**src/csb_pkg.sv**
```systemverilog
// Shared constants for the code security and boot select block
package csb_pkg;

  // ==========================================================
  // Register map: word index, byte address is index times four
  // ==========================================================
  localparam logic [15:0] IDX_CTRL     = 16'h0000; // Programming mode and erase-all
  localparam logic [15:0] IDX_ISPCTL   = 16'h0001; // In-system programming control view
  localparam logic [15:0] IDX_COMPANY  = 16'h0002; // Manufacturer identification
  localparam logic [15:0] IDX_DEVICE   = 16'h0003; // Device identification
  localparam logic [15:0] IDX_SETTINGS = 16'hFFFF; // Top of loader space
  localparam int          ADR_W        = 18;       // Byte address width
  localparam int          IDX_LSB      = 2;        // Word index starts here

  // ==========================================================
  // Field positions
  // ==========================================================
  localparam int CTRL_PROG_BIT   = 0; // Memory programming mode active
  localparam int CTRL_ERASE_BIT  = 1; // Write 1 to erase all settings
  localparam int ISP_FORCED_BIT  = 7; // Forced loader boot running
  localparam int ISP_LOCKED_BIT  = 6; // Lock in force
  localparam int ISP_PROG_BIT    = 0; // Programming mode mirror
  localparam int SET_LOCK_BIT    = 0; // 0 locks code, settings and identification access
  localparam int SET_INHIBIT_BIT = 1; // 0 restricts table reads
  localparam int SET_ENCRYPT_BIT = 2; // 0 enables port 0 encoding
  localparam int SET_GAIN_BIT    = 7; // 0 halves oscillator gain

  // ==========================================================
  // Reset values
  // ==========================================================
  localparam logic [7:0]  SET_ERASED = 8'hFF;       // Erased settings byte
  localparam logic [31:0] WORD_ZERO  = 32'h00000000;
  localparam logic [7:0]  BYTE_ZERO  = 8'h00;

  // Arbitrary identification values, not those of any real part
  localparam logic [7:0] COMPANY_ID_VAL = 8'hA5;
  localparam logic [7:0] DEVICE_ID_VAL  = 8'h3C;
  // Arbitrary port 0 encoding key
  localparam logic [7:0] ENCODE_KEY     = 8'h5A;

endpackage

```
**src/csb_set_if.sv**
```systemverilog
// Carrier between the bus logic and the settings store
`timescale 1ns/100ps
interface csb_set_if;
  logic       wrEn;     // One-cycle program request
  logic       eraseAll; // One-cycle erase-all request
  logic [7:0] wrData;   // Byte to program
  logic [7:0] settings; // Current settings byte

  modport ctrl  (output wrEn, output eraseAll, output wrData, input settings);
  modport store (input wrEn, input eraseAll, input wrData, output settings);
endinterface

```
**src/csb_settings_store.sv**
```systemverilog
// One-way security settings byte; erase-all and reset both reload all 1s
`timescale 1ns/100ps
module csb_settings_store (
  input  wire logic   clk,
  input  wire logic   rst_n,
  csb_set_if.store    setIf
);

  logic [7:0] set_q; // Stored settings
  logic [7:0] set_d; // Next settings

  // ==========================================================
  // Next value
  // ==========================================================
  // Programming can only pull bits low; erase wins over a write
  always_comb begin
    set_d = set_q;
    if (setIf.eraseAll) begin
      set_d = csb_pkg::SET_ERASED; // RL7 RL15
    end else if (setIf.wrEn) begin
      set_d = set_q & setIf.wrData; // RL6
    end
  end

  // Register only
  always_ff @(posedge clk) begin
    if (!rst_n) begin
      set_q <= csb_pkg::SET_ERASED;
    end else begin
      set_q <= set_d;
    end
  end

  assign setIf.settings = set_q;

endmodule

```
**src/csb_top.sv**
```systemverilog
// Code protection, table-read guard and forced loader boot select
//
// The Wishbone register port is this design's own decision.
`timescale 1ns/100ps

// Notes on behaviour
// RL1: both boot keys low force loader boot
// RL2: force pin low forces loader boot
// RL3: default boot application, forced boot loader
// RL4: ISP control bit 7 shows forced boot
// RL5: programming mode blocks special setting registers
// RL6: settings bits only go from 1 to 0; reset here returns them all to 1
// RL7: only erase-all returns settings to 1; reset here also reloads 8'hFF
// RL8: identification registers fixed, never writable
// RL9: settings byte at top of loader space
// RL10: lock 0 refuses code and setting access
// RL11: inhibit 0: external table reads stay external
// RL12: internal table reads always reach everything
// RL13: inhibit 1: table reads unrestricted
// RL14: encryption on encodes port 0 data
// RL15: encryption cleared only by whole erase; reset here clears it too
// RL16: gain bit 0 halves oscillator gain
// RL17: straps sampled in reset, held until next
module csb_top (
  input  wire logic                        clk,
  input  wire logic                        rst_n,
  // Wishbone classic slave
  input  wire logic                        wb_cyc_i,
  input  wire logic                        wb_stb_i,
  input  wire logic                        wb_we_i,
  input  wire logic [csb_pkg::ADR_W-1:0]   wb_adr_i,
  input  wire logic [3:0]                  wb_sel_i,
  input  wire logic [31:0]                 wb_dat_i,
  output logic      [31:0]                 wb_dat_o,
  output logic                             wb_ack_o,
  // Boot strap pins
  input  wire logic                        bootForcePin,
  input  wire logic                        bootKeyB,
  input  wire logic                        bootKeyA,
  // Core table-read request
  input  wire logic                        tableReadActive,
  input  wire logic                        tableReadFromInternal,
  input  wire logic                        tableReadTargetInternal,
  // Port 0 data from the core
  input  wire logic [7:0]                  port0DataIn,
  // Results
  output logic                             bootFromLoader,
  output logic                             codeAccessAllowed,
  output logic                             tableReadToInternal,
  output logic      [7:0]                  port0DataOut,
  output logic                             gainReduce
);

  // ==========================================================
  // Declarations
  // ==========================================================
  logic [2:0]  strapMeta;     // First synchroniser stage
  logic [2:0]  strapSync;     // Second stage, safe to read
  logic        strapForced;   // Decoded strap request
  logic        boot_q;        // Latched boot selection
  logic        boot_d;
  logic        prog_q;        // Programming mode
  logic        prog_d;
  logic        ack_q;         // Bus answer
  logic        ack_d;
  logic [31:0] dat_q;         // Bus read data
  logic [31:0] dat_d;
  logic        access_q;      // Code access allowed
  logic        access_d;
  logic        tread_q;       // Table read goes internal
  logic        tread_d;
  logic [7:0]  p0_q;          // Port 0 output
  logic [7:0]  p0_d;
  logic        gain_q;        // Gain reduce output
  logic        gain_d;
  logic        busReq;        // New bus request this cycle
  logic [15:0] regIdx;        // Word index of the access
  logic        lockOn;        // Lock bit programmed
  logic        specialOpen;   // Special registers reachable
  logic [7:0]  encoded;       // Encoder result
  logic [7:0]  settings;      // Current settings byte

  csb_set_if setIf ();

  // ==========================================================
  // Settings store
  // ==========================================================
  csb_settings_store uStore (
    .clk   (clk),
    .rst_n (rst_n),
    .setIf (setIf.store)
  );

  assign settings = setIf.settings;
  assign lockOn   = ~settings[csb_pkg::SET_LOCK_BIT];
  // Special registers shut while programming or once locked
  assign specialOpen = ~prog_q & ~lockOn; // RL5 RL10

  // ==========================================================
  // Strap synchroniser
  // ==========================================================
  // No reset so the straps travel through while reset is held
  always_ff @(posedge clk) begin
    strapMeta <= {bootForcePin, bootKeyB, bootKeyA};
    strapSync <= strapMeta;
  end

  // Either key pair low or force pin low selects the loader
  assign strapForced = (~strapSync[1] & ~strapSync[0]) // RL1
                     | ~strapSync[2];                  // RL2

  // ==========================================================
  // Boot selection
  // ==========================================================
  // Tracks the straps during reset and freezes at release
  always_comb begin
    boot_d = boot_q; // RL17
  end

  always_ff @(posedge clk) begin
    if (!rst_n) begin
      boot_q <= strapForced; // RL17 RL3
    end else begin
      boot_q <= boot_d;
    end
  end

  // ==========================================================
  // Wishbone slave
  // ==========================================================
  assign busReq = wb_cyc_i & wb_stb_i & ~ack_q;
  assign regIdx = wb_adr_i[csb_pkg::ADR_W-1:csb_pkg::IDX_LSB];

  // Decode, read mux and write side effects
  always_comb begin
    ack_d          = busReq;
    dat_d          = dat_q;
    prog_d         = prog_q;
    setIf.wrEn     = 1'b0;
    setIf.eraseAll = 1'b0;
    setIf.wrData   = wb_dat_i[7:0];
    if (busReq && wb_we_i && wb_sel_i[0]) begin
      case (regIdx)
        csb_pkg::IDX_CTRL: begin
          prog_d         = wb_dat_i[csb_pkg::CTRL_PROG_BIT];
          // Erase-all stays reachable even when locked
          setIf.eraseAll = wb_dat_i[csb_pkg::CTRL_ERASE_BIT]; // RL7
        end
        csb_pkg::IDX_SETTINGS: begin
          setIf.wrEn = specialOpen; // RL9 RL5 RL10
        end
        // Identification and ISP view ignore writes
        default: begin
          prog_d = prog_q; // RL8
        end
      endcase
    end
    if (busReq) begin
      dat_d = csb_pkg::WORD_ZERO;
      if (!wb_we_i) begin
        case (regIdx)
          csb_pkg::IDX_CTRL: begin
            dat_d[csb_pkg::CTRL_PROG_BIT] = prog_q;
          end
          csb_pkg::IDX_ISPCTL: begin
            dat_d[csb_pkg::ISP_FORCED_BIT] = boot_q; // RL4
            dat_d[csb_pkg::ISP_LOCKED_BIT] = lockOn;
            dat_d[csb_pkg::ISP_PROG_BIT]   = prog_q;
          end
          csb_pkg::IDX_COMPANY: begin
            // Blocked reads return zero
            dat_d[7:0] = specialOpen ? csb_pkg::COMPANY_ID_VAL // RL8
                                     : csb_pkg::BYTE_ZERO;     // RL5
          end
          csb_pkg::IDX_DEVICE: begin
            dat_d[7:0] = specialOpen ? csb_pkg::DEVICE_ID_VAL  // RL8
                                     : csb_pkg::BYTE_ZERO;     // RL5
          end
          csb_pkg::IDX_SETTINGS: begin
            dat_d[7:0] = specialOpen ? settings : csb_pkg::BYTE_ZERO; // RL9 RL10
          end
          // Unmapped reads answer zero
          default: begin
            dat_d = csb_pkg::WORD_ZERO;
          end
        endcase
      end
    end
  end

  // ==========================================================
  // Port 0 encoder
  // ==========================================================
  // A fixed XOR key is cheap; it deters casual probing only
  assign encoded = port0DataIn ^ csb_pkg::ENCODE_KEY;

  // ==========================================================
  // Protection outputs
  // ==========================================================
  always_comb begin
    access_d = ~lockOn; // RL10
    // Internal callers see all; outside callers need inhibit high
    tread_d  = tableReadActive & tableReadTargetInternal
             & (tableReadFromInternal                       // RL12
                | settings[csb_pkg::SET_INHIBIT_BIT]);      // RL11 RL13
    p0_d     = settings[csb_pkg::SET_ENCRYPT_BIT] ? port0DataIn
                                                  : encoded; // RL14
    gain_d   = ~settings[csb_pkg::SET_GAIN_BIT]; // RL16
  end

  // ==========================================================
  // State registers
  // ==========================================================
  always_ff @(posedge clk) begin
    if (!rst_n) begin
      prog_q   <= 1'b0;
      ack_q    <= 1'b0;
      dat_q    <= csb_pkg::WORD_ZERO;
      access_q <= 1'b0;
      tread_q  <= 1'b0;
      p0_q     <= csb_pkg::BYTE_ZERO;
      gain_q   <= 1'b0;
    end else begin
      prog_q   <= prog_d;
      ack_q    <= ack_d;
      dat_q    <= dat_d;
      access_q <= access_d;
      tread_q  <= tread_d;
      p0_q     <= p0_d;
      gain_q   <= gain_d;
    end
  end

  // Outputs straight from flops
  assign wb_ack_o            = ack_q;
  assign wb_dat_o            = dat_q;
  assign bootFromLoader      = boot_q;
  assign codeAccessAllowed   = access_q;
  assign tableReadToInternal = tread_q;
  assign port0DataOut        = p0_q;
  assign gainReduce          = gain_q;

endmodule

```
**config.mk**
```make
export PLATFORM = sky130hd
export DESIGN_NAME = csb_top
export DESIGN_NICKNAME = d
export VERILOG_FILES = /design/src/csb_pkg.sv /design/src/csb_set_if.sv /design/src/csb_settings_store.sv /design/src/csb_top.sv
export SDC_FILE = /design/constraint.sdc
export NUM_CORES = 1
export LEC_CHECK = 0
export BUFFER_PORTS_ARGS = -buffer_cell sky130_fd_sc_hd__buf_4
export CAP_MARGIN = 20
export CORE_UTILIZATION = 43
export DETAILED_ROUTE_END_ITERATION = 7
export PLACE_DENSITY = 0.85
export SLEW_MARGIN = 15
export SYNTH_ARGS = -nofsm -noshare
export SYNTH_HDL_FRONTEND = slang
export SYNTH_SLANG_ARGS = --single-unit
```
**constraint.sdc**
```tcl
create_clock -name clk -period 2.66 [get_ports clk]
set_input_delay 0.399 -clock clk [delete_from_list [all_inputs] [get_ports clk]]
set_output_delay 0.399 -clock clk [all_outputs]
set_load 0.1 [all_outputs]
```
=== After elaboration in Yosys (flattened, before gate mapping) ===
Index checks and enable logic that the tools add are counted.

* Reduce and logical (&&, ||, !) cells: 6
* Eq/ne operators: 4
* Bitwise gates (word level): 18
* Multiplexer cells: 12

{| class="wikitable"
|+ Operator list
! cell !! count
|-
| 16-bit by 2-bit equality test with 1-bit output, second input constant || 2
|-
| 8-bit 2-to-1 mux || 3
|-
| 16-bit by 1-bit equality test with 1-bit output, second input constant || 1
|-
| 16-bit equality test, second input constant || 1
|-
| 16-bit logical NOT || 1
|-
| 5-bit case mux with 3 select lines || 1
|-
| 8-bit AND || 1
|-
| 1-bit NOT || 8
|-
| 2-bit case mux with 4 select lines || 1
|-
| 7-bit 2-to-1 mux || 1
|-
| 1-bit AND || 6
|-
| 6-bit 2-to-1 mux || 1
|-
| 1-bit 2-to-1 mux || 4
|-
| 4-bit NOT || 1
|-
| 1-bit case mux with 4 select lines || 1
|-
| 2-bit OR reduction || 2
|-
| 1-bit logical AND || 2
|-
| 1-bit OR || 2
|-
| 2-bit AND reduction || 1
|}

* Bits in registers: 60
* Output and inout bits: 45
* Word-level logic and storage cells: 51

=== Logic depth before layout (Yosys ltp) ===
Gate-level depths: netlist of run 1.

* Depth after elaboration: 6
* Mapped depth: 6
* Gate-level depth less buffers: 4

=== By module ===
From an unflattened synthesis of run 1, not the netlist that was laid out.

* Cells, all modules: 169
* Area, all modules: 1589.0 um^2

{| class="wikitable"
|+ By module, submodules not included
! module !! area an instance (um^2) !! times used !! cells an instance !! seq. area each (um^2)
|-
| csb_top || 1290.0 || 1 || 136 || 570.5
|-
| csb_settings_store || 299.0 || 1 || 33 || 160.2
|}

=== Least setup slack after synthesis of run 1 ===
Ideal clock, no wire load.

* Kind: flip-flop to flip-flop
* From: register ack_q (netlist: wb_ack_o)
* To: register prog_q
* Library setup time: 71 ps
* Stages on the path, launching flop included: 6
* Path slack: 677 ps
* Required time: 2589 ps
* Data arrival time: 1912 ps
* Path through: dfxtp_1 and3b_1 and3_1 clkbuf_1 a31o_1 a21oi_1

* Word-level cells in the longest chain between the ends: 5

{| class="wikitable"
|+ RTL lines
! what !! line !! RTL
|-
| start: declaration || csb_top.sv:64 || <nowiki>logic ack_q;</nowiki>
|-
| start signal: assignment || csb_top.sv:225 || <nowiki>ack_q <= ack_d;</nowiki>
|-
| 1-bit NOT || csb_top.sv:131 || <nowiki>assign busReq = wb_cyc_i & wb_stb_i & ~ack_q;</nowiki>
|-
| 1-bit AND || csb_top.sv:131 ||
|-
| 1-bit logical AND (2 in series) || csb_top.sv:142 || <nowiki>if (busReq && wb_we_i && wb_sel_i[0]) begin</nowiki>
|-
| 2-bit AND reduction (no source line) || -- ||
|-
| end signal: assignment || csb_top.sv:224 || <nowiki>prog_q <= prog_d;</nowiki>
|-
| end: declaration || csb_top.sv:62 || <nowiki>logic prog_q;</nowiki>
|}

No other way between the ends.
A chain may end at the register's enable or synchronous reset.

=== Worst setup path after layout of run 1 ===
* From: input wb_adr_i[14] (netlist bit)
* To: register uStore.set_q[1] (netlist: uStore.setIf.settings[1])

* Word-level cells in the longest chain between the ends: 4
* Elaborated cells between the ends (all ways): 7
* Those cells by class: eq/ne: 1; mux: 4; reduce/logical: 2

{| class="wikitable"
|+ RTL lines
! what !! line !! RTL
|-
| start: declaration || csb_top.sv:31 || <nowiki>input wire logic [csb_pkg::ADR_W-1:0] wb_adr_i,</nowiki>
|-
| 16-bit logical NOT || csb_top.sv:143 || <nowiki>case (regIdx)</nowiki>
|-
| 1-bit 2-to-1 mux || csb_top.sv:143 ||
|-
| 1-bit 2-to-1 mux || csb_top.sv:142 ||
|-
| 2-bit OR reduction (no source line) || -- ||
|-
| end signal: assignment || csb_settings_store.sv:28 || <nowiki>set_q <= csb_pkg::SET_ERASED;</nowiki>
|-
| end signal: assignment || csb_settings_store.sv:30 || <nowiki>set_q <= set_d;</nowiki>
|-
| end: declaration || csb_settings_store.sv:9 || <nowiki>logic [7:0] set_q;</nowiki>
|}

Several ways; a longest one is shown, not always the timed one.

==> impl_results.md, run 1 <==
- Status: finished clean
- Leakage: 0.000923 uW
- Ant diodes: 0
- # rows: 21
- Fraction of registers with async set/reset: 0
- Flop2flop setup slack: 1.06 ns
- Largest net degree at the start of global routing: 15
- Fill cell count: 316
- Sw Ratio: 0.350
- Post-synthesis mux area share: 0
- Metal3 WL: 296 um
- Top Layer Used: met4
- Synth Area in Compound Gates: 0.129
- Number of hold buffers added after cts: 0
- Final slew viol count: 0
- Post-CTS Resized: 0
- Antenna violations before repair: 0
- Setup crit end kind: flop
- Slew headroom: 0.551
- DRT antenna net count: 0
- Root buf cell: clkbuf_8
- Post-synth top area share: 0.439
- Part of the power in registers: 0.439
- Post-Syn Area: 1600 um2
- Critical path peak fanout: 9
- Share of post-route cells with drive strength above 1: 0.335
- RSZ-0062 raised after global routing: no
- Drc violations: 0
- IO Pins: 118
- First-pass GRT wire length: 5730 um
- Post-Synth Adder-Cell Area: 0
- Vias per cell: 4.98
- Max frequency: 0.545 GHz
- Post-synth top flop: dfxtp_1
- Simple logic cell fraction of the synthesized area: 0.257
- Finished Cell Area: 2120 um2
- Synth cell types: 38
- Worst-margin pin slew: 0.664 ns
- Cells after Synth: 167
- P_int: 829 uW
- Post-synth top cells: dfxtp_1, buf_4, nand2_1, nor2_1
- Number of enable flip-flop cells after synthesis: 1
- CTS tree: built
- DPL Wire Length: 2640 um
- Hold Vio Cnt, Final: 0
- Clk slew on worst S/H paths: 0.06 ns
- Crit path time final: 1.84 ns
- Avg Cell Area, Syn: 9.56 um2
- M1 WL: 1430 um
- Die area: 3960 um2
- CTS HTree Levels: 2
- Routed via count: 1390
- Combinational fraction of design power: 0.254
- Most frequent cell after synthesis: dfxtp_1
- Die outline height: 62.9 um
- # setup viols final: 0
- Main combinational cell family by area after synthesis: simple AND/OR/NAND/NOR gates
- Wirelength per Cell: 12.3 um
- Vias in the first global route: 1246
- TritonRoute pass-1 iters: 4
- Synth area leaders: dfxtp_1, buf_4, nand4b_1
- Total GRT Usage: 0.189
- I/O Buffers: 64
- Clock Tree Buf Depth: 2
- Worst hold path type: primary input to flop
- Critical path class: primary input to flop
- CORE AREA: 3440 um2
- Clk sinks: 36
- Nets: 305
- XOR/XNOR share of the synthesized area: 0.0219
- Setup_tns: 0 ns
- Clock Skew: 0.00331 ns
- CP arrival: 2.07 ns
- Max IR drop VDD: 413 uV
- Sequential fraction of the synthesis area: 0.458
- Initial Util: 0.464
- Post-CTS setup buffer count: 0
- Yosys warns: 0
- Period utilization: 0.690
- NetSw: 447 uW
- Chip width: 62.9 um
- Area grow syn2layout: 32.6%
- Clock Latency Late Sink: 0.29 ns
- Yosys top cell by area: dfxtp_1
- CP Launch Type: primary input
- Grt total ovfl: 0
- Max-cap violations: 0
- Yosys reg bits: 36
- Pwr dens: 603 nW/um2
- Cts bufs inserted: 5
- Met2 wire length: 1570 um
- WP data required: 2.90 ns
- Initial DRC Count: 92
- Clock network power share: 0.307
- Area after DPL: 2020 um2
- Final Wtd Congestion: 0.802
- Routed WL: 3430 um
-- layer usage --
metal,GRT usage,vias to the layer above
met3,0.0566,14
met2,0.277,79
li1,-,685
met1,0.238,612
met4,0.125,0
met5,0,-
-- final timing paths --
path                             from                        to  cells after the start
max                      wb_adr_i[14]  uStore.setIf.settings[1]                      5
min                          bootKeyB              strapMeta[1]                      1
max reg2reg  uStore.setIf.settings[0]  uStore.setIf.settings[5]                      4
min reg2reg              strapMeta[1]              strapSync[1]                      0
-- state kept, by name, indices dropped and copies added, names as in the netlist --
signal,count
port0DataOut,8
uStore.setIf.settings,8
wb_dat_o,8
strapMeta,3
strapSync,3
bootFromLoader,1
codeAccessAllowed,1
gainReduce,1
prog_q,1
tableReadToInternal,1
wb_ack_o,1
-- cells in the final DEF, fill, tap and decap left out, drive strengths merged, types with 2 or more instances in the layout --
cell type  count
a21o           8
a21oi          4
a22oi          3
and2           6
and3           4
buf           65
clkbuf         6
clkinv         2
conb          24
dfxtp         35
inv            2
nand2         10
nand3b         3
nand4          8
nand4b         8
nor2          10
nor3           2
nor4           3
o21ai          8
or4            3
xor2           4
-- stage by stage --
| step | setup slack (ns) | cells | hold WS (ns) | total power (uW) | utilization |
|---|---|---|---|---|---|
| 2_1_floorplan | 0.677 | 190 | 0.310 | 847 | - |
| 3_3_place_gp | 0.546 | 271 | 0.311 | 893 | 0.588 |
| 3_5_place_dp | 0.531 | 271 | 0.314 | 896 | 0.588 |
| 4_1_cts | 0.831 | 279 | 0.201 | 1290 | 0.615 |
| 5_1_grt | 0.763 | 279 | 0.198 | 1330 | 0.615 |
| 6_report | 0.825 | 279 | 0.209 | 1280 | 0.615 |
-- power groups by stage --
stage | clock network, uW | logic [uW] | registers [uW]
floorplan | 0 | 206 | 641
CTS | 405 | 324 | 560
detailed placement | 0 | 324 | 572
global route | 429 | 336 | 561
finish | 392 | 324 | 560
global placement | 0 | 321 | 572
-- worst max-delay path, cell delays in order --
cell     delay, ns
buf_4         0.12
or4_4         0.55
nor4b_4       0.52
a41o_2        0.38
a21o_1        0.10
-- cell type report --
class                   instances  area [um2]  share of cell area
clock buffers                   6        82.6              0.0390
clock inverters                 2        10.0             0.00473
inverters                       2        7.51             0.00355
multi-input cells             122         741               0.350
flip-flops and latches         36         731               0.345
well taps                      46        57.6              0.0272
repair buffers                 65         488               0.230
-- cell families (layout without fill, tap and decap cells) --
family / count (synthesis) / in the layout
flops: 36 / 36
compound gates: 30 / 30
buf+inv: 32 / 75
simple gates: 64 / 64
other cells: 1 / 24
xor+xnor: 4 / 4
Note: power is estimated with default switching activity, not from simulation.
==> run 2, diff against run 1 <==
CORE_UTILIZATION = 40   (was 43)
PLACE_DENSITY = 0.8   (was 0.85)
clock period = 1.7 ns   (was 2.66 ns; I/O delays follow)
==> run 2 against run 1 <==
  * Non-clock buffer count up 12
  * Sequential power up 56%
  * Critical path depth unchanged
  * Final area up 4.4%
==> impl_results.md, run 2 (synthesized netlist as in run 1, its figures left out) <==
- R2r startpoint: wb_ack_o
- Post-CTS setup buffer count: 0
- Largest net degree at the start of global routing: 15
- RSZ-0062 raised after global routing: no
- Worst Reg-to-Reg Cells: 4
- DRT antenna net count: 0
- Ant diodes: 0
- Max-cap violations: 0
- Grt total ovfl: 0
- Critical Path Source: wb_adr_i[8]
- CORE AREA: 3740 um2
- Status: finished clean
- Initial DRC Count: 57
- CTS tree: built
- Setup_tns: 0 ns
- Die outline height: 65.2 um
- Tot Pwr: 2010 uW
- CP Launch Type: primary input
- Clock Skew: 0.00355 ns
- Critical path peak fanout: 8
- Wirelength per Cell: 12.3 um
- Hold Vio Cnt, Final: 0
- Vias in the first global route: 1378
- CP top delay family: simple AND/OR/NAND/NOR gates
- Root buf cell: clkbuf_8
- Period utilization: 0.894
- Die area: 4250 um2
- CP max stage delay: 0.55 ns
- CP arrival: 1.75 ns
- Slowest-stage cell, CP: or4_4
- R2r endpoint: uStore.setIf.settings[3]
- Slew headroom: 0.662
- Post-CTS Resized: 0
- IO Pins: 118
- Fin util: 0.591
- WP data required: 1.93 ns
- I/O Buffers: 64
- Area grow syn2layout: 38.5%
- CTS HTree Levels: 2
- Most common cell after layout, fill and taps aside: buf_4
- # setup viols final: 0
- Vias per cell: 4.95
- Clk slew on worst S/H paths: 0.07 ns
- Leakage: 0.000985 uW
- Clock Tree Buf Depth: 2
- Cts bufs inserted: 5
- Clock Latency Late Sink: 0.29 ns
- Max frequency: 0.658 GHz
- Worst-margin pin slew: 0.503 ns
- Critical path class: primary input to flop
- Setup crit end kind: flop
- Crit path time final: 1.52 ns
- Critical Path End: uStore.setIf.settings[3]
- # rows: 22
- Placed Cells: 285
- DPL Wire Length: 2790 um
- Total GRT Usage: 0.186
- Max IR drop VDD: 595 uV
- Clk sinks: 36
- Drc violations: 0
- Routed via count: 1450
- Pwr dens: 908 nW/um2
- Critical Path, Cell by Cell: buf_4, or4_4, nor4b_4, a41o_2, a21o_1
- Nets: 317
- Antenna violations before repair: 0
- TritonRoute pass-1 iters: 4
- Buf/Inv on CP: 1
- Final slew viol count: 0
- Share of post-route cells with drive strength above 1: 0.371
- Routed WL: 3600 um
- Chip width: 65.2 um
- Initial Util: 0.426
- Finished Cell Area: 2210 um2
- Number of hold buffers added after cts: 0
- Most frequent cells in the layout: buf_4, dfxtp_1, conb_1
- Area after DPL: 2120 um2
- Flop2flop setup slack: 0.25 ns
- WP depth: 5
- First-pass GRT wire length: 5960 um
- Final Wtd Congestion: 0.811
- Worst hold path type: primary input to flop
- Post-Layout Cell Count: 293
[run 2: changes by cell type in the layout (fill, tap and decap cells not counted)]
cell	previous run	this run
dfxtp_1	35	34
dfxtp_2	0	1
buf_4	65	77
[run 2: worst register-to-register path: stages, from the launching register on]
cell and delay, ns:
dfxtp_2 0.34, and3b_1 0.18, and3_1 0.27, a41o_2 0.37
a21o_1 0.17
[run 2: stage by stage]
stage	hold WS, ns	worst slack, ns
after floorplan	0.283	-0.00365
after global placement	0.311	-0.0992
after detailed placement	0.312	-0.117
after CTS	0.0585	0.180
after global routing	0.0491	0.125
final	0.0654	0.180
[run 2: how the worst min path moves through the flow]
stage                 start            to  cells past startpoint
2_1_floorplan      bootKeyA  strapMeta[0]                      0
3_3_place_gp   strapMeta[2]  strapSync[2]                      0
3_5_place_dp   strapMeta[2]  strapSync[2]                      0
4_1_cts            bootKeyA  strapMeta[0]                      1
5_1_grt            bootKeyA  strapMeta[0]                      1
6_report           bootKeyA  strapMeta[0]                      1
[run 2: layer usage]
metal	global-route usage	vias to the layer above	wire length [um]
li1	-	711	-
met1	0.221	661	1530
met2	0.305	69	1710
met3	0.0521	9	295
met4	0.0924	0	67
met5	0	-	0
[run 2: final cells by class]
cell class | instances | area (um2)
clock buffer | 6 | 82.6
clock inverter | 2 | 10.0
fill | 355 | 1530
inverter | 2 | 7.51
multi-input combinational | 122 | 741
sequential | 36 | 732
tap | 48 | 60.1
timing repair buffer | 77 | 578
[run 2: where the power goes]
| group | internal, uW | switching, uW | leakage [uW] | total [uW] |
|---|---|---|---|---|
| sequential | 870 | 5.90 | 0.000297 | 876 |
| combinational | 116 | 405 | 0.000637 | 521 |
| clock | 323 | 287 | 0.0000510 | 610 |
